`src/hdl/stm_map.vh`:
```
// constants for the standard timer: register offsets, fields, reset values
`ifndef STM_MAP_VH
`define STM_MAP_VH
`define STM_ADDR_W 4
`define STM_OFF_CTRL0 4'h0
`define STM_OFF_CTRL1 4'h1
`define STM_OFF_COMPARE_A_VALUE_L 4'h2
`define STM_OFF_COMPARE_A_VALUE_H 4'h3
`define STM_OFF_PERIOD_COMPARE_VALUE 4'h4
`define STM_OFF_CNT_L 4'h5
`define STM_OFF_CNT_H 4'h6
`define STM_OFF_FLAGS 4'h7
`define STM_OFF_PRESC 4'h8
`define STM_C0_RUN 3
`define STM_C0_EXTSEL 4
`define STM_C0_EXTFALL 5
`define STM_C1_M1 7
`define STM_C1_M0 6
`define STM_C1_IO1 5
`define STM_C1_IO0 4
`define STM_C1_OC 3
`define STM_C1_POL 2
`define STM_C1_DPX 1
`define STM_C1_CCLR 0
`define STM_FLG_A 0
`define STM_FLG_P 1
`define STM_MODE_CMP 2'h0
`define STM_MODE_PWM 2'h2
`define STM_MODE_TMR 2'h3
`define STM_IO_PWM 2'h2
`define STM_IO_ONE 2'h3
`define STM_IO_LOW 2'h1
`define STM_IO_HIGH 2'h2
`define STM_RST_BYTE 8'h00
`define STM_RST_PRESC 8'h00
`define STM_CNT_MAX 16'hFFFF
`endif

```
`src/hdl/stm_core.v`:
```
// standard timer operating modes with register port
`timescale 1ns/100ps
`default_nettype none
`include "stm_map.vh"
module stm_core (
  input wire i_core_clk,
  input wire i_resetn,
  input wire [3:0] i_addr,
  input wire [7:0] i_wdata,
  input wire i_wr,
  input wire i_rd,
  input wire i_external_clock_pin,
  output reg [7:0] o_rdata,
  output reg o_waveform,
  output reg o_waveform_oe
);
  reg [7:0] ctrl0_q;
  reg [7:0] ctrl1_q;
  reg [15:0] compare_a_value_q;
  reg [7:0] period_compare_value_q;
  reg [7:0] presc_q;
  reg [15:0] cnt_q;
  reg run_enable_q;
  reg run_prev_q;
  reg compare_a_match_flag_q;
  reg compare_p_match_flag_q;
  reg pin_q;
  wire tick;
  wire ext_edge;
  wire [1:0] mode_w;
  wire [1:0] pin_func_w;
  wire clear_source_select;
  wire duty_period_swap;
  wire output_initial_level;
  wire output_invert;
  wire is_pwm;
  wire is_single;
  wire is_cmp;
  wire run_rise;
  wire match_a;
  wire match_p;
  wire [16:0] per_a;
  wire [16:0] per_p;
  wire [16:0] period_w;
  wire [16:0] duty_w;
  wire pwm_active;
  reg [15:0] cnt_d;
  reg clr_w;
  reg set_a;
  reg set_p;

  // scale an 8-bit period value to clocks, zero meaning the full 65536
  function [16:0] scale_p;
    input [7:0] v;
    begin
      scale_p = (v == 8'h00) ? 17'h10000 : {1'b0, v, 8'h00};
    end
  endfunction

  assign mode_w = {ctrl1_q[`STM_C1_M1], ctrl1_q[`STM_C1_M0]};
  assign pin_func_w = {ctrl1_q[`STM_C1_IO1], ctrl1_q[`STM_C1_IO0]};
  assign clear_source_select = ctrl1_q[`STM_C1_CCLR];
  assign duty_period_swap = ctrl1_q[`STM_C1_DPX];
  assign output_initial_level = ctrl1_q[`STM_C1_OC];
  assign output_invert = ctrl1_q[`STM_C1_POL];
  assign is_pwm = (mode_w == `STM_MODE_PWM) && (pin_func_w != `STM_IO_ONE);
  assign is_single = (mode_w == `STM_MODE_PWM) && (pin_func_w == `STM_IO_ONE);
  // compare mode and timer mode share counting
  assign is_cmp = (mode_w == `STM_MODE_CMP) || (mode_w == `STM_MODE_TMR);
  assign run_rise = run_enable_q & ~run_prev_q;

  assign match_a = tick && run_enable_q && (compare_a_value_q != 16'h0000) &&
                   (cnt_q == compare_a_value_q);
  // period compared with the upper byte; match on the last count so the
  // clear lands exactly on a multiple of 256 ticks
  assign match_p = tick && run_enable_q && (period_compare_value_q != 8'h00) &&
                   (cnt_q[15:8] == (period_compare_value_q - 8'h01)) &&
                   (cnt_q[7:0] == 8'hFF);

  assign per_a = {1'b0, compare_a_value_q};
  assign per_p = scale_p(period_compare_value_q);
  assign period_w = duty_period_swap ? per_a : per_p;
  assign duty_w = duty_period_swap ? per_p : per_a;
  // duty at or beyond period stays active
  assign pwm_active = ({1'b0, cnt_q} < duty_w) || (duty_w >= period_w);

  stm_tick_gen u_tick (
    .i_core_clk(i_core_clk),
    .i_resetn(i_resetn),
    .i_presc(presc_q),
    .i_ext_sel(ctrl0_q[`STM_C0_EXTSEL]),
    .i_ext_fall(ctrl0_q[`STM_C0_EXTFALL]),
    .i_ext_pin(i_external_clock_pin),
    .o_tick(tick),
    .o_ext_edge(ext_edge)
  );

  // next counter value and flag events per mode
  always @* begin
    cnt_d = cnt_q;
    clr_w = 1'b0;
    set_a = 1'b0;
    set_p = 1'b0;
    if (is_pwm) begin
      // clear by the period source, flag each match
      set_a = match_a;
      set_p = match_p;
      clr_w = duty_period_swap ? match_a :
              (match_p || (period_compare_value_q == 8'h00 && cnt_q == `STM_CNT_MAX));
    end else if (is_single) begin
      // only A matters; no clearing while running
      set_a = match_a;
    end else if (clear_source_select) begin
      // clear on A, P flag suppressed
      set_a = match_a;
      clr_w = match_a;
    end else begin
      // clear on P or overflow, both flags
      set_a = match_a;
      set_p = match_p;
      clr_w = match_p || (period_compare_value_q == 8'h00 && cnt_q == `STM_CNT_MAX);
    end
    if (run_rise) begin
      cnt_d = 16'h0000;
    end else if (tick && run_enable_q) begin
      if (clr_w) begin
        cnt_d = 16'h0000;
      end else begin
        cnt_d = cnt_q + 16'h0001;
      end
    end
  end

  always @(posedge i_core_clk) begin
    if (!i_resetn) begin
      ctrl0_q <= `STM_RST_BYTE;
      ctrl1_q <= `STM_RST_BYTE;
      compare_a_value_q <= 16'h0000;
      period_compare_value_q <= `STM_RST_BYTE;
      presc_q <= `STM_RST_PRESC;
      cnt_q <= 16'h0000;
      run_enable_q <= 1'b0;
      run_prev_q <= 1'b0;
      compare_a_match_flag_q <= 1'b0;
      compare_p_match_flag_q <= 1'b0;
      pin_q <= 1'b0;
      o_rdata <= 8'h00;
    end else begin
      run_prev_q <= run_enable_q;
      cnt_q <= cnt_d;
      if (i_wr) begin
        case (i_addr)
          `STM_OFF_CTRL0: ctrl0_q <= i_wdata;
          `STM_OFF_CTRL1: ctrl1_q <= i_wdata;
          `STM_OFF_COMPARE_A_VALUE_L: compare_a_value_q[7:0] <= i_wdata;
          `STM_OFF_COMPARE_A_VALUE_H: compare_a_value_q[15:8] <= i_wdata;
          `STM_OFF_PERIOD_COMPARE_VALUE: period_compare_value_q <= i_wdata;
          `STM_OFF_PRESC: presc_q <= i_wdata;
          default: ;
        endcase
      end
      // run-enable: software write, then hardware set/clear take priority
      if (i_wr && i_addr == `STM_OFF_CTRL0) begin
        run_enable_q <= i_wdata[`STM_C0_RUN];
      end
      // external edge auto-starts in single pulse
      if (is_single && ext_edge) begin
        run_enable_q <= 1'b1;
      end
      if (is_single && match_a) begin
        run_enable_q <= 1'b0;
      end
      // sticky flags, write one clears, a new event wins
      if (i_wr && i_addr == `STM_OFF_FLAGS) begin
        if (i_wdata[`STM_FLG_A]) compare_a_match_flag_q <= 1'b0;
        if (i_wdata[`STM_FLG_P]) compare_p_match_flag_q <= 1'b0;
      end
      if (set_a) compare_a_match_flag_q <= 1'b1;
      if (set_p) compare_p_match_flag_q <= 1'b1;
      // compare-mode pin state
      if (run_rise) begin
        pin_q <= output_initial_level;
      end else if (set_a) begin
        // only A match moves the pin
        case (pin_func_w)
          `STM_IO_LOW: pin_q <= 1'b0;
          `STM_IO_HIGH: pin_q <= 1'b1;
          `STM_IO_ONE: pin_q <= ~pin_q;
          default: pin_q <= pin_q;
        endcase
      end
      o_rdata <= 8'h00;
      if (i_rd) begin
        case (i_addr)
          `STM_OFF_CTRL0: o_rdata <= {ctrl0_q[7:4], run_enable_q, 3'h0};
          `STM_OFF_CTRL1: o_rdata <= ctrl1_q;
          `STM_OFF_COMPARE_A_VALUE_L: o_rdata <= compare_a_value_q[7:0];
          `STM_OFF_COMPARE_A_VALUE_H: o_rdata <= compare_a_value_q[15:8];
          `STM_OFF_PERIOD_COMPARE_VALUE: o_rdata <= period_compare_value_q;
          `STM_OFF_CNT_L: o_rdata <= cnt_q[7:0];
          `STM_OFF_CNT_H: o_rdata <= cnt_q[15:8];
          `STM_OFF_FLAGS: o_rdata <= {6'h00, compare_p_match_flag_q, compare_a_match_flag_q};
          `STM_OFF_PRESC: o_rdata <= presc_q;
          default: o_rdata <= 8'h00;
        endcase
      end
    end
  end

  // output pin; registered, so it trails internal state by one cycle
  always @(posedge i_core_clk) begin
    if (!i_resetn) begin
      o_waveform <= 1'b0;
      o_waveform_oe <= 1'b0;
    end else begin
      // timer mode leaves the pin undriven
      o_waveform_oe <= (mode_w != `STM_MODE_TMR) && (mode_w != 2'h1);
      if (is_pwm) begin
        // force or waveform, then active level and invert
        case (pin_func_w)
          2'h0: o_waveform <= ~output_initial_level ^ output_invert;
          2'h1: o_waveform <= output_initial_level ^ output_invert;
          default: o_waveform <= (run_enable_q && pwm_active ?
                                  output_initial_level : ~output_initial_level)
                                 ^ output_invert;
        endcase
      end else if (is_single) begin
        o_waveform <= (run_enable_q ? output_initial_level : ~output_initial_level)
                      ^ output_invert;
      end else if (is_cmp) begin
        o_waveform <= pin_q ^ output_invert;
      end else begin
        o_waveform <= 1'b0;
      end
    end
  end
endmodule // stm_core
`default_nettype wire

```
`src/hdl/stm_tick_gen.v`:
```
// timer clock enable: internal divider or external pin edge
`timescale 1ns/100ps
`default_nettype none
module stm_tick_gen (
  input wire i_core_clk,
  input wire i_resetn,
  input wire [7:0] i_presc,
  input wire i_ext_sel,
  input wire i_ext_fall,
  input wire i_ext_pin,
  output reg o_tick,
  output reg o_ext_edge
);
  reg [7:0] div_q;
  reg pin_q;
  wire edge_w;
  // selected active edge of the external pin
  assign edge_w = i_ext_fall ? (pin_q & ~i_ext_pin) : (~pin_q & i_ext_pin);
  always @(posedge i_core_clk) begin
    if (!i_resetn) begin
      div_q <= 8'h00;
      pin_q <= 1'b0;
      o_tick <= 1'b0;
      o_ext_edge <= 1'b0;
    end else begin
      pin_q <= i_ext_pin;
      o_ext_edge <= edge_w;
      if (div_q >= i_presc) begin
        div_q <= 8'h00;
      end else begin
        div_q <= div_q + 8'h01;
      end
      // prescale 0 gives one tick per core cycle
      o_tick <= i_ext_sel ? edge_w : (div_q >= i_presc);
    end
  end
endmodule // stm_tick_gen
`default_nettype wire

```
`config.mk`:
```
export PLATFORM = sky130hd
export DESIGN_NAME = stm_core
export DESIGN_NICKNAME = d
export VERILOG_FILES = /design/src/hdl/stm_core.v /design/src/hdl/stm_tick_gen.v
export VERILOG_INCLUDE_DIRS = /design/src /design/src/hdl
export SDC_FILE = /design/constraint.sdc
export NUM_CORES = 1
export LEC_CHECK = 0
export ABC_AREA = 1
export BUFFER_PORTS_ARGS = -buffer_cell sky130_fd_sc_hd__buf_2
export CORE_MARGIN = 2
export CORE_UTILIZATION = 25
export DETAILED_ROUTE_END_ITERATION = 8
export MAX_ROUTING_LAYER = met4
export PLACE_DENSITY = 0.35
export SLEW_MARGIN = 20
export SYNTH_ARGS = -nofsm -noshare
export SYNTH_HDL_FRONTEND = slang
export SYNTH_SLANG_ARGS = --single-unit
export TNS_END_PERCENT = 50
```
`constraint.sdc`:
```
create_clock -name i_core_clk -period 7.9 [get_ports i_core_clk]
set_input_delay 1.58 -clock i_core_clk [delete_from_list [all_inputs] [get_ports i_core_clk]]
set_output_delay 1.58 -clock i_core_clk [all_outputs]
set_load 0.005 [all_outputs]
```
==> results of run 1 <==
==> routing by layer <==
metal	up-vias	track usage [%]
met5	-	-
met1	2509	24.1
met2	141	27.7
met3	26	3.77
met4	0	4.46
li1	2752	-
==> layout make-up <==
class | count | area share [%]
well taps | 280 | 5.59
flip-flops and latches | 86 | 27.4
clock inverters | 7 | 1.66
multi-input cells | 594 | 52.1
inverters | 125 | 7.52
repair buffers | 26 | 2.07
clock buffers | 9 | 3.59
==> critical path, cell delays in order (launching register included) <==
cell     delay, ns
dfxtp_1       0.94
inv_1         0.66
o21ai_0       0.41
inv_1         0.08
ha_1          0.30
nand2_1       0.08
nor2_1        0.16
nand3_1       0.09
nand3_1       0.13
nand2_1       0.07
nand2_1       0.06
nand2_1       0.04
nand2_1       0.05
nand2_1       0.12
nand2_1       0.11
nand2_1       0.05
nand2_1       0.07
nand2_1       0.05
nand2_1       0.05
nand3_1       0.06
a21oi_1       0.17
==> path summary, 6_finish.rpt <==
path	to	slack [ns]
setup reg to reg	o_waveform	4.04
hold / removal	ctrl0_q[6]	0.47
setup / recovery	o_waveform	4.04
hold reg to reg	ctrl0_q[6]	0.47
==> kinds of logic (layout without fill, tap and decap cells) <==
| logic type | count (synthesis) | in the layout | share of synthesized area (%) |
|---|---|---|---|
| buffers and inverters | 148 | 167 | 10.6 |
| DFF | 86 | 86 | 30.8 |
| xor gates and xnor gates | 32 | 32 | 5.02 |
| and+or+nand+nor | 344 | 344 | 27.4 |
| adders and majority gates | 37 | 37 | 8.29 |
| AOI/OAI and AO/OA | 181 | 181 | 17.8 |
==> metrics by stage <==
step	utilization, %	cells	hold WS [ns]
after CTS	28.7	1127	0.470
after detailed placement	27.1	1111	0.458
after floorplan	-	828	0.430
final	28.7	1127	0.470
after global placement	27.1	1111	0.445
after global routing	28.7	1127	0.483
==> cells in the final DEF, fill, tap and decap left out, types with 2 or more instances in the layout <==
cell          n
o221ai_1      3
nor3_2        3
nor3b_1       3
nor4_1        8
o211ai_1      3
a2111oi_0     3
nand3b_1      2
nor3_1       12
nand2_2       4
xor2_1       28
nand3_2       2
clkinvlp_4    2
o21a_1        2
or2_2         5
nand2_1     164
inv_2         8
inv_1       116
xnor2_1       4
ha_1         37
nand4_1      15
bufinv_16     2
buf_2        26
a221oi_1      8
dfxtp_1      86
nor2_1       80
a21oi_1      74
o22ai_1      16
o21ai_0      70
clkbuf_16     9
nand3_1      27
nor2_2       13
==> where the power goes <==
group          switching [mW]  internal (mW)  leakage, nW
registers             0.00829          0.440        0.695
logic                  0.0696         0.0312         1.78
clock network           0.197          0.281        0.154
total                   0.275          0.752         2.63
==> registers in the layout, indices dropped and copies added (netlist names), 4 cells and up <==
name / count
cnt_q: 16
ctrl1_q: 8
ctrl0_q: 4
period_compare_value_q: 8
compare_a_value_q: 16
o_rdata: 8
u_tick.div_q: 8
presc_q: 8
==> metrics, run 1 <==
RSZ-0062 raised after global routing false; DR WL/cell 18.1 um; min-delay worst type reg2reg; first-pass GRT wire length 31200 um; Final Cycle Share 48.8%; Min-Delay Startpoint ctrl0_q[6]; pin count of the biggest net entering global routing 48; Root Driver clkbuf_16; cell taking the most area after synthesis dfxtp_1; pwr dens 164 nW/um^2; Worst Hold Path Cells 2; clk_lat worst skew 0.36 ns; slew margin rel. 36.8%; Lkg Pwr 2.63 nW; Synth Flop Type dfxtp_1; CTS tree built; Area growth syn-to-layout 12.4%; metal3 WL 969 um; Mapped Cells 828; ant diodes 0; routability cong. 0.901; Mapped Area 5580 sq um; worst-case vdd ir drop 0.000100 V; Final TNS setup 0 ns; Critical Path Source ctrl1_q[1]; Clock Skew 0.0108 ns; GRT Resource Usage Total 18.0%; Unique masters post-synth 42; Max Freq 0.259 GHz; Filler cells 2446; Final setup viols 0; vias 5428; Critical Path RT 8.17 ns; Die W 153 um; DR vias/cell 4.82; kind of critical path reg2reg; I/O Buffers 26; share of layout cells above drive strength 1 9.45%; die area 23500 sq um; met1 wire length 9750 um; total CTS buffers 9; worst-margin pin slew 0.947 ns; yosys warns 0; Syn Nets 882; final WL 20400 um; Tmin final 3.86 ns; sequential standard cell area 1720 sq um; #FFs+latches synth 86; vias in the first global route 5190; final hold vios 0; Setup Fix Bufs, Post-CTS 0; hold buffers post-CTS 0; top cells by area, synth dfxtp_1 (31%), nand2_1 (11%), ha_1 (8.3%); status completed; H-tree Lvls 3; Final ANT Viol Nets 0; fin worst setup slack 4.04 ns; WP data arrival 4.13 ns; post-placement cell area 5940 sq um; clock transition at the registers of the reported paths 0.07 ns; Critical Path Start Type flop; RR Startpoint ctrl1_q[1]; routed wl met2 9270 um; detailed placement HPWL 15900 um; R2R depth 20; CORE AREA 21900 sq um; Post-synth EDFFs 0; Final Power 1.03 mW; Slew Viols, Final 0; Final #Nets 896; final cell area excluding filler cells 6270 sq um; top layer in use met4; DRC 0; pre-CTS setup slack 3.96 ns; DRT iter0 DRCs 417; Setup crit end kind flop; Post-synth top cells nand2_1 (164), inv_1 (116), dfxtp_1 (86), nor2_1 (80), a21oi_1 (74); Vert. Die Dim 153 um; Yosys top cell area share 30.8%; Initial Utilization 25.5%; TritonRoute pass-1 iters 5; total gr overflow 0; top-count cell post-synth nand2_1; I/O pin cnt 27; Max Root-Sink Buffers 2; post-synthesis sequential area ratio 30.8%; Critical Path Fanout Max 26; row count 54; FFs w/ async S/R, synth 0%; Synth Area per Inst 6.74 sq um; antenna violations before repair 0; # resized after CTS 0; clk sinks 86; maxcap violations 0; Multi-input gate area 3270 sq um
No activity file was read; power rests on OpenSTA's default activity.
==> inputs of run 2 (changes only) <==
- clock period: 7.9 -> 3.6 ns (I/O delays scaled with it)
==> metrics, run 2 (synthesis results as in run 1) <==
status completed; routability cong. 0.873 (-3.2%); first-pass GRT wire length 32300 um (+3.5%); WP data arrival 3.34 ns (-0.79 ns); Vert. Die Dim 153 um (unchanged); worst hold margin 0.473 ns (+0.00387 ns); Post-Place Cells 1117 (+0.54%); Critical Path Fanout Max 5 (-81%); row count 54 (unchanged); Max Root-Sink Buffers 2 (unchanged); I/O pin cnt 27 (unchanged); final hold vios 0 (unchanged); Final ANT Viol Nets 0 (unchanged); DR vias/cell 4.83 (+0.33%); hold buffers post-CTS 0 (unchanged); clock transition at the registers of the reported paths 0.08 ns (about the same); Final Cycle Share 84.6% (+36 points); Clock power frac 44.6% (-2.0 points); pwr dens 346 nW/um^2 (+110%); Util after Layout 28.7% (+0.057 points); H-tree Lvls 3 (unchanged); ant diodes 0 (unchanged); Reg power frac 45.1% (+1.5 points); Net Sw Frac 29.8% (+3.1 points); Critical Path RT 3.89 ns (-4.28 ns); share of layout cells above drive strength 1 10.1% (+0.64 points); Max Freq 0.328 GHz (+27%); slew margin rel. 55.2% (+18 points); Root Driver clkbuf_16; Setup crit end kind flop; CORE AREA 21900 sq um (unchanged); DR WL/cell 18.6 um (+2.7%); Initial Utilization 25.5% (unchanged); kind of critical path reg2reg; Final #Nets 902 (+0.67%); commonest non-fill, non-tap cells in the layout nand2_1 (164), inv_1 (116), dfxtp_1 (86); pre-CTS setup slack 0.547 ns (-3.42 ns); DRT iter0 DRCs 327 (-22%); Comb power frac 10.3% (+0.5 points); worst-case vdd ir drop 0.000204 V (+100%); total gr overflow 0 (unchanged); post-placement cell area 5990 sq um (+0.76%); Area growth syn-to-layout 12.6%; Setup Fix Bufs, Post-CTS 0 (unchanged); Final Instance Count excl. Fillers 1133 (+0.53%); I/O Buffers 26 (unchanged); Final Power 2.18 mW (+110%); Final setup viols 0 (unchanged); detailed placement HPWL 16500 um (+3.7%); RSZ-0062 raised after global routing false; Slew Viols, Final 0 (unchanged); worst-margin pin slew 0.655 ns (-0.292 ns); Final TNS setup 0 ns (unchanged); die area 23500 sq um (unchanged); min-delay worst type reg2reg; Net Switching 649 uW (+140%); Largest regs cnt_q x16, compare_a_value_q x16; fin worst setup slack 0.556 ns (-3.49 ns); clk sinks 86 (unchanged); total CTS buffers 9 (unchanged); Internal 1.53 mW (+100%); Tmin final 3.04 ns (-0.811 ns); maxcap violations 0 (unchanged); Critical Path Start Type flop; antenna violations before repair 0 (unchanged); Clock Skew 0.0112 ns (+0.000443 ns); Die W 153 um (unchanged); CTS tree built; most common cell after layout, fill and taps aside nand2_1; # resized after CTS 0 (unchanged); r2r setup slk 0.56 ns (-3.49 ns); final cell area excluding filler cells 6280 sq um (+0.20%); clk_lat worst skew 0.36 ns (about the same); final WL 21100 um (+3.2%); GRT Resource Usage Total 18.7% (+0.75 points); Lkg Pwr 2.65 nW (+0.81%); pin count of the biggest net entering global routing 47 (-2.1%); vias in the first global route 5329 (+2.7%); DRC 0 (unchanged); TritonRoute pass-1 iters 4 (-1); vias 5475 (+0.87%)
==> run 2: cell count changes in the layout (fill, tap and decap cells not counted), sizes merged <==
cell	change
buf	+6
clkinvlp	-2
bufinv	-2
inv	+3
clkinv	+1
==> run 2: area by class of cell <==
class	instances	area (sq um)
clock buffers	9	225
clock inverters	7	71.3
fillers	2505	15600
inverters	125	472
multi-input cells	594	3270
flip-flops and latches	86	1720
well taps	280	350
repair buffers	32	175
==> run 2: power by group through the flow <==
stage	clock network [mW]	logic, mW	registers (mW)
final	0.971	0.225	0.980
after global routing	1.04	0.253	0.983
after CTS	1.00	0.226	0.980
after detailed placement	0	0.225	1.00
after global placement	0	0.224	1.00
after floorplan	0	0.151	0.996
==> run 2: path summary, 6_finish.rpt <==
check	from	to	cells past startpoint
hold / removal	compare_p_match_flag_q	compare_p_match_flag_q	2
hold reg to reg	compare_p_match_flag_q	compare_p_match_flag_q	2
setup reg to reg	period_compare_value_q[0]	o_waveform	25
setup / recovery	period_compare_value_q[0]	o_waveform	25
==> run 2: worst max-delay path, cell delays in order (launching register included) <==
cell and delay, ns:
dfxtp_1 0.42, inv_2 0.08, ha_1 0.23, nand3_2 0.12, inv_2 0.05, nand2_2 0.10
nand2_1 0.08, o21ai_0 0.29, inv_1 0.08, ha_1 0.31, nand2_1 0.07, nor2_1 0.14
nand3_1 0.09, nand3_1 0.10, nand2_1 0.05, nand2_1 0.05, nand2_1 0.04, nand2_1 0.06
nand2_1 0.11, nand2_1 0.10, nand2_1 0.05, nand2_1 0.07, nand2_1 0.05, nand2_1 0.05
nand3_1 0.06, a21oi_1 0.13
==> run 2: routing by layer <==
metal,vias to the layer above,global-route usage (%),wire (um)
li1,2760,-,-
met1,2529,24.2,9950
met2,142,28.6,9300
met3,44,3.60,991
met4,0,8.04,813
met5,-,-,0
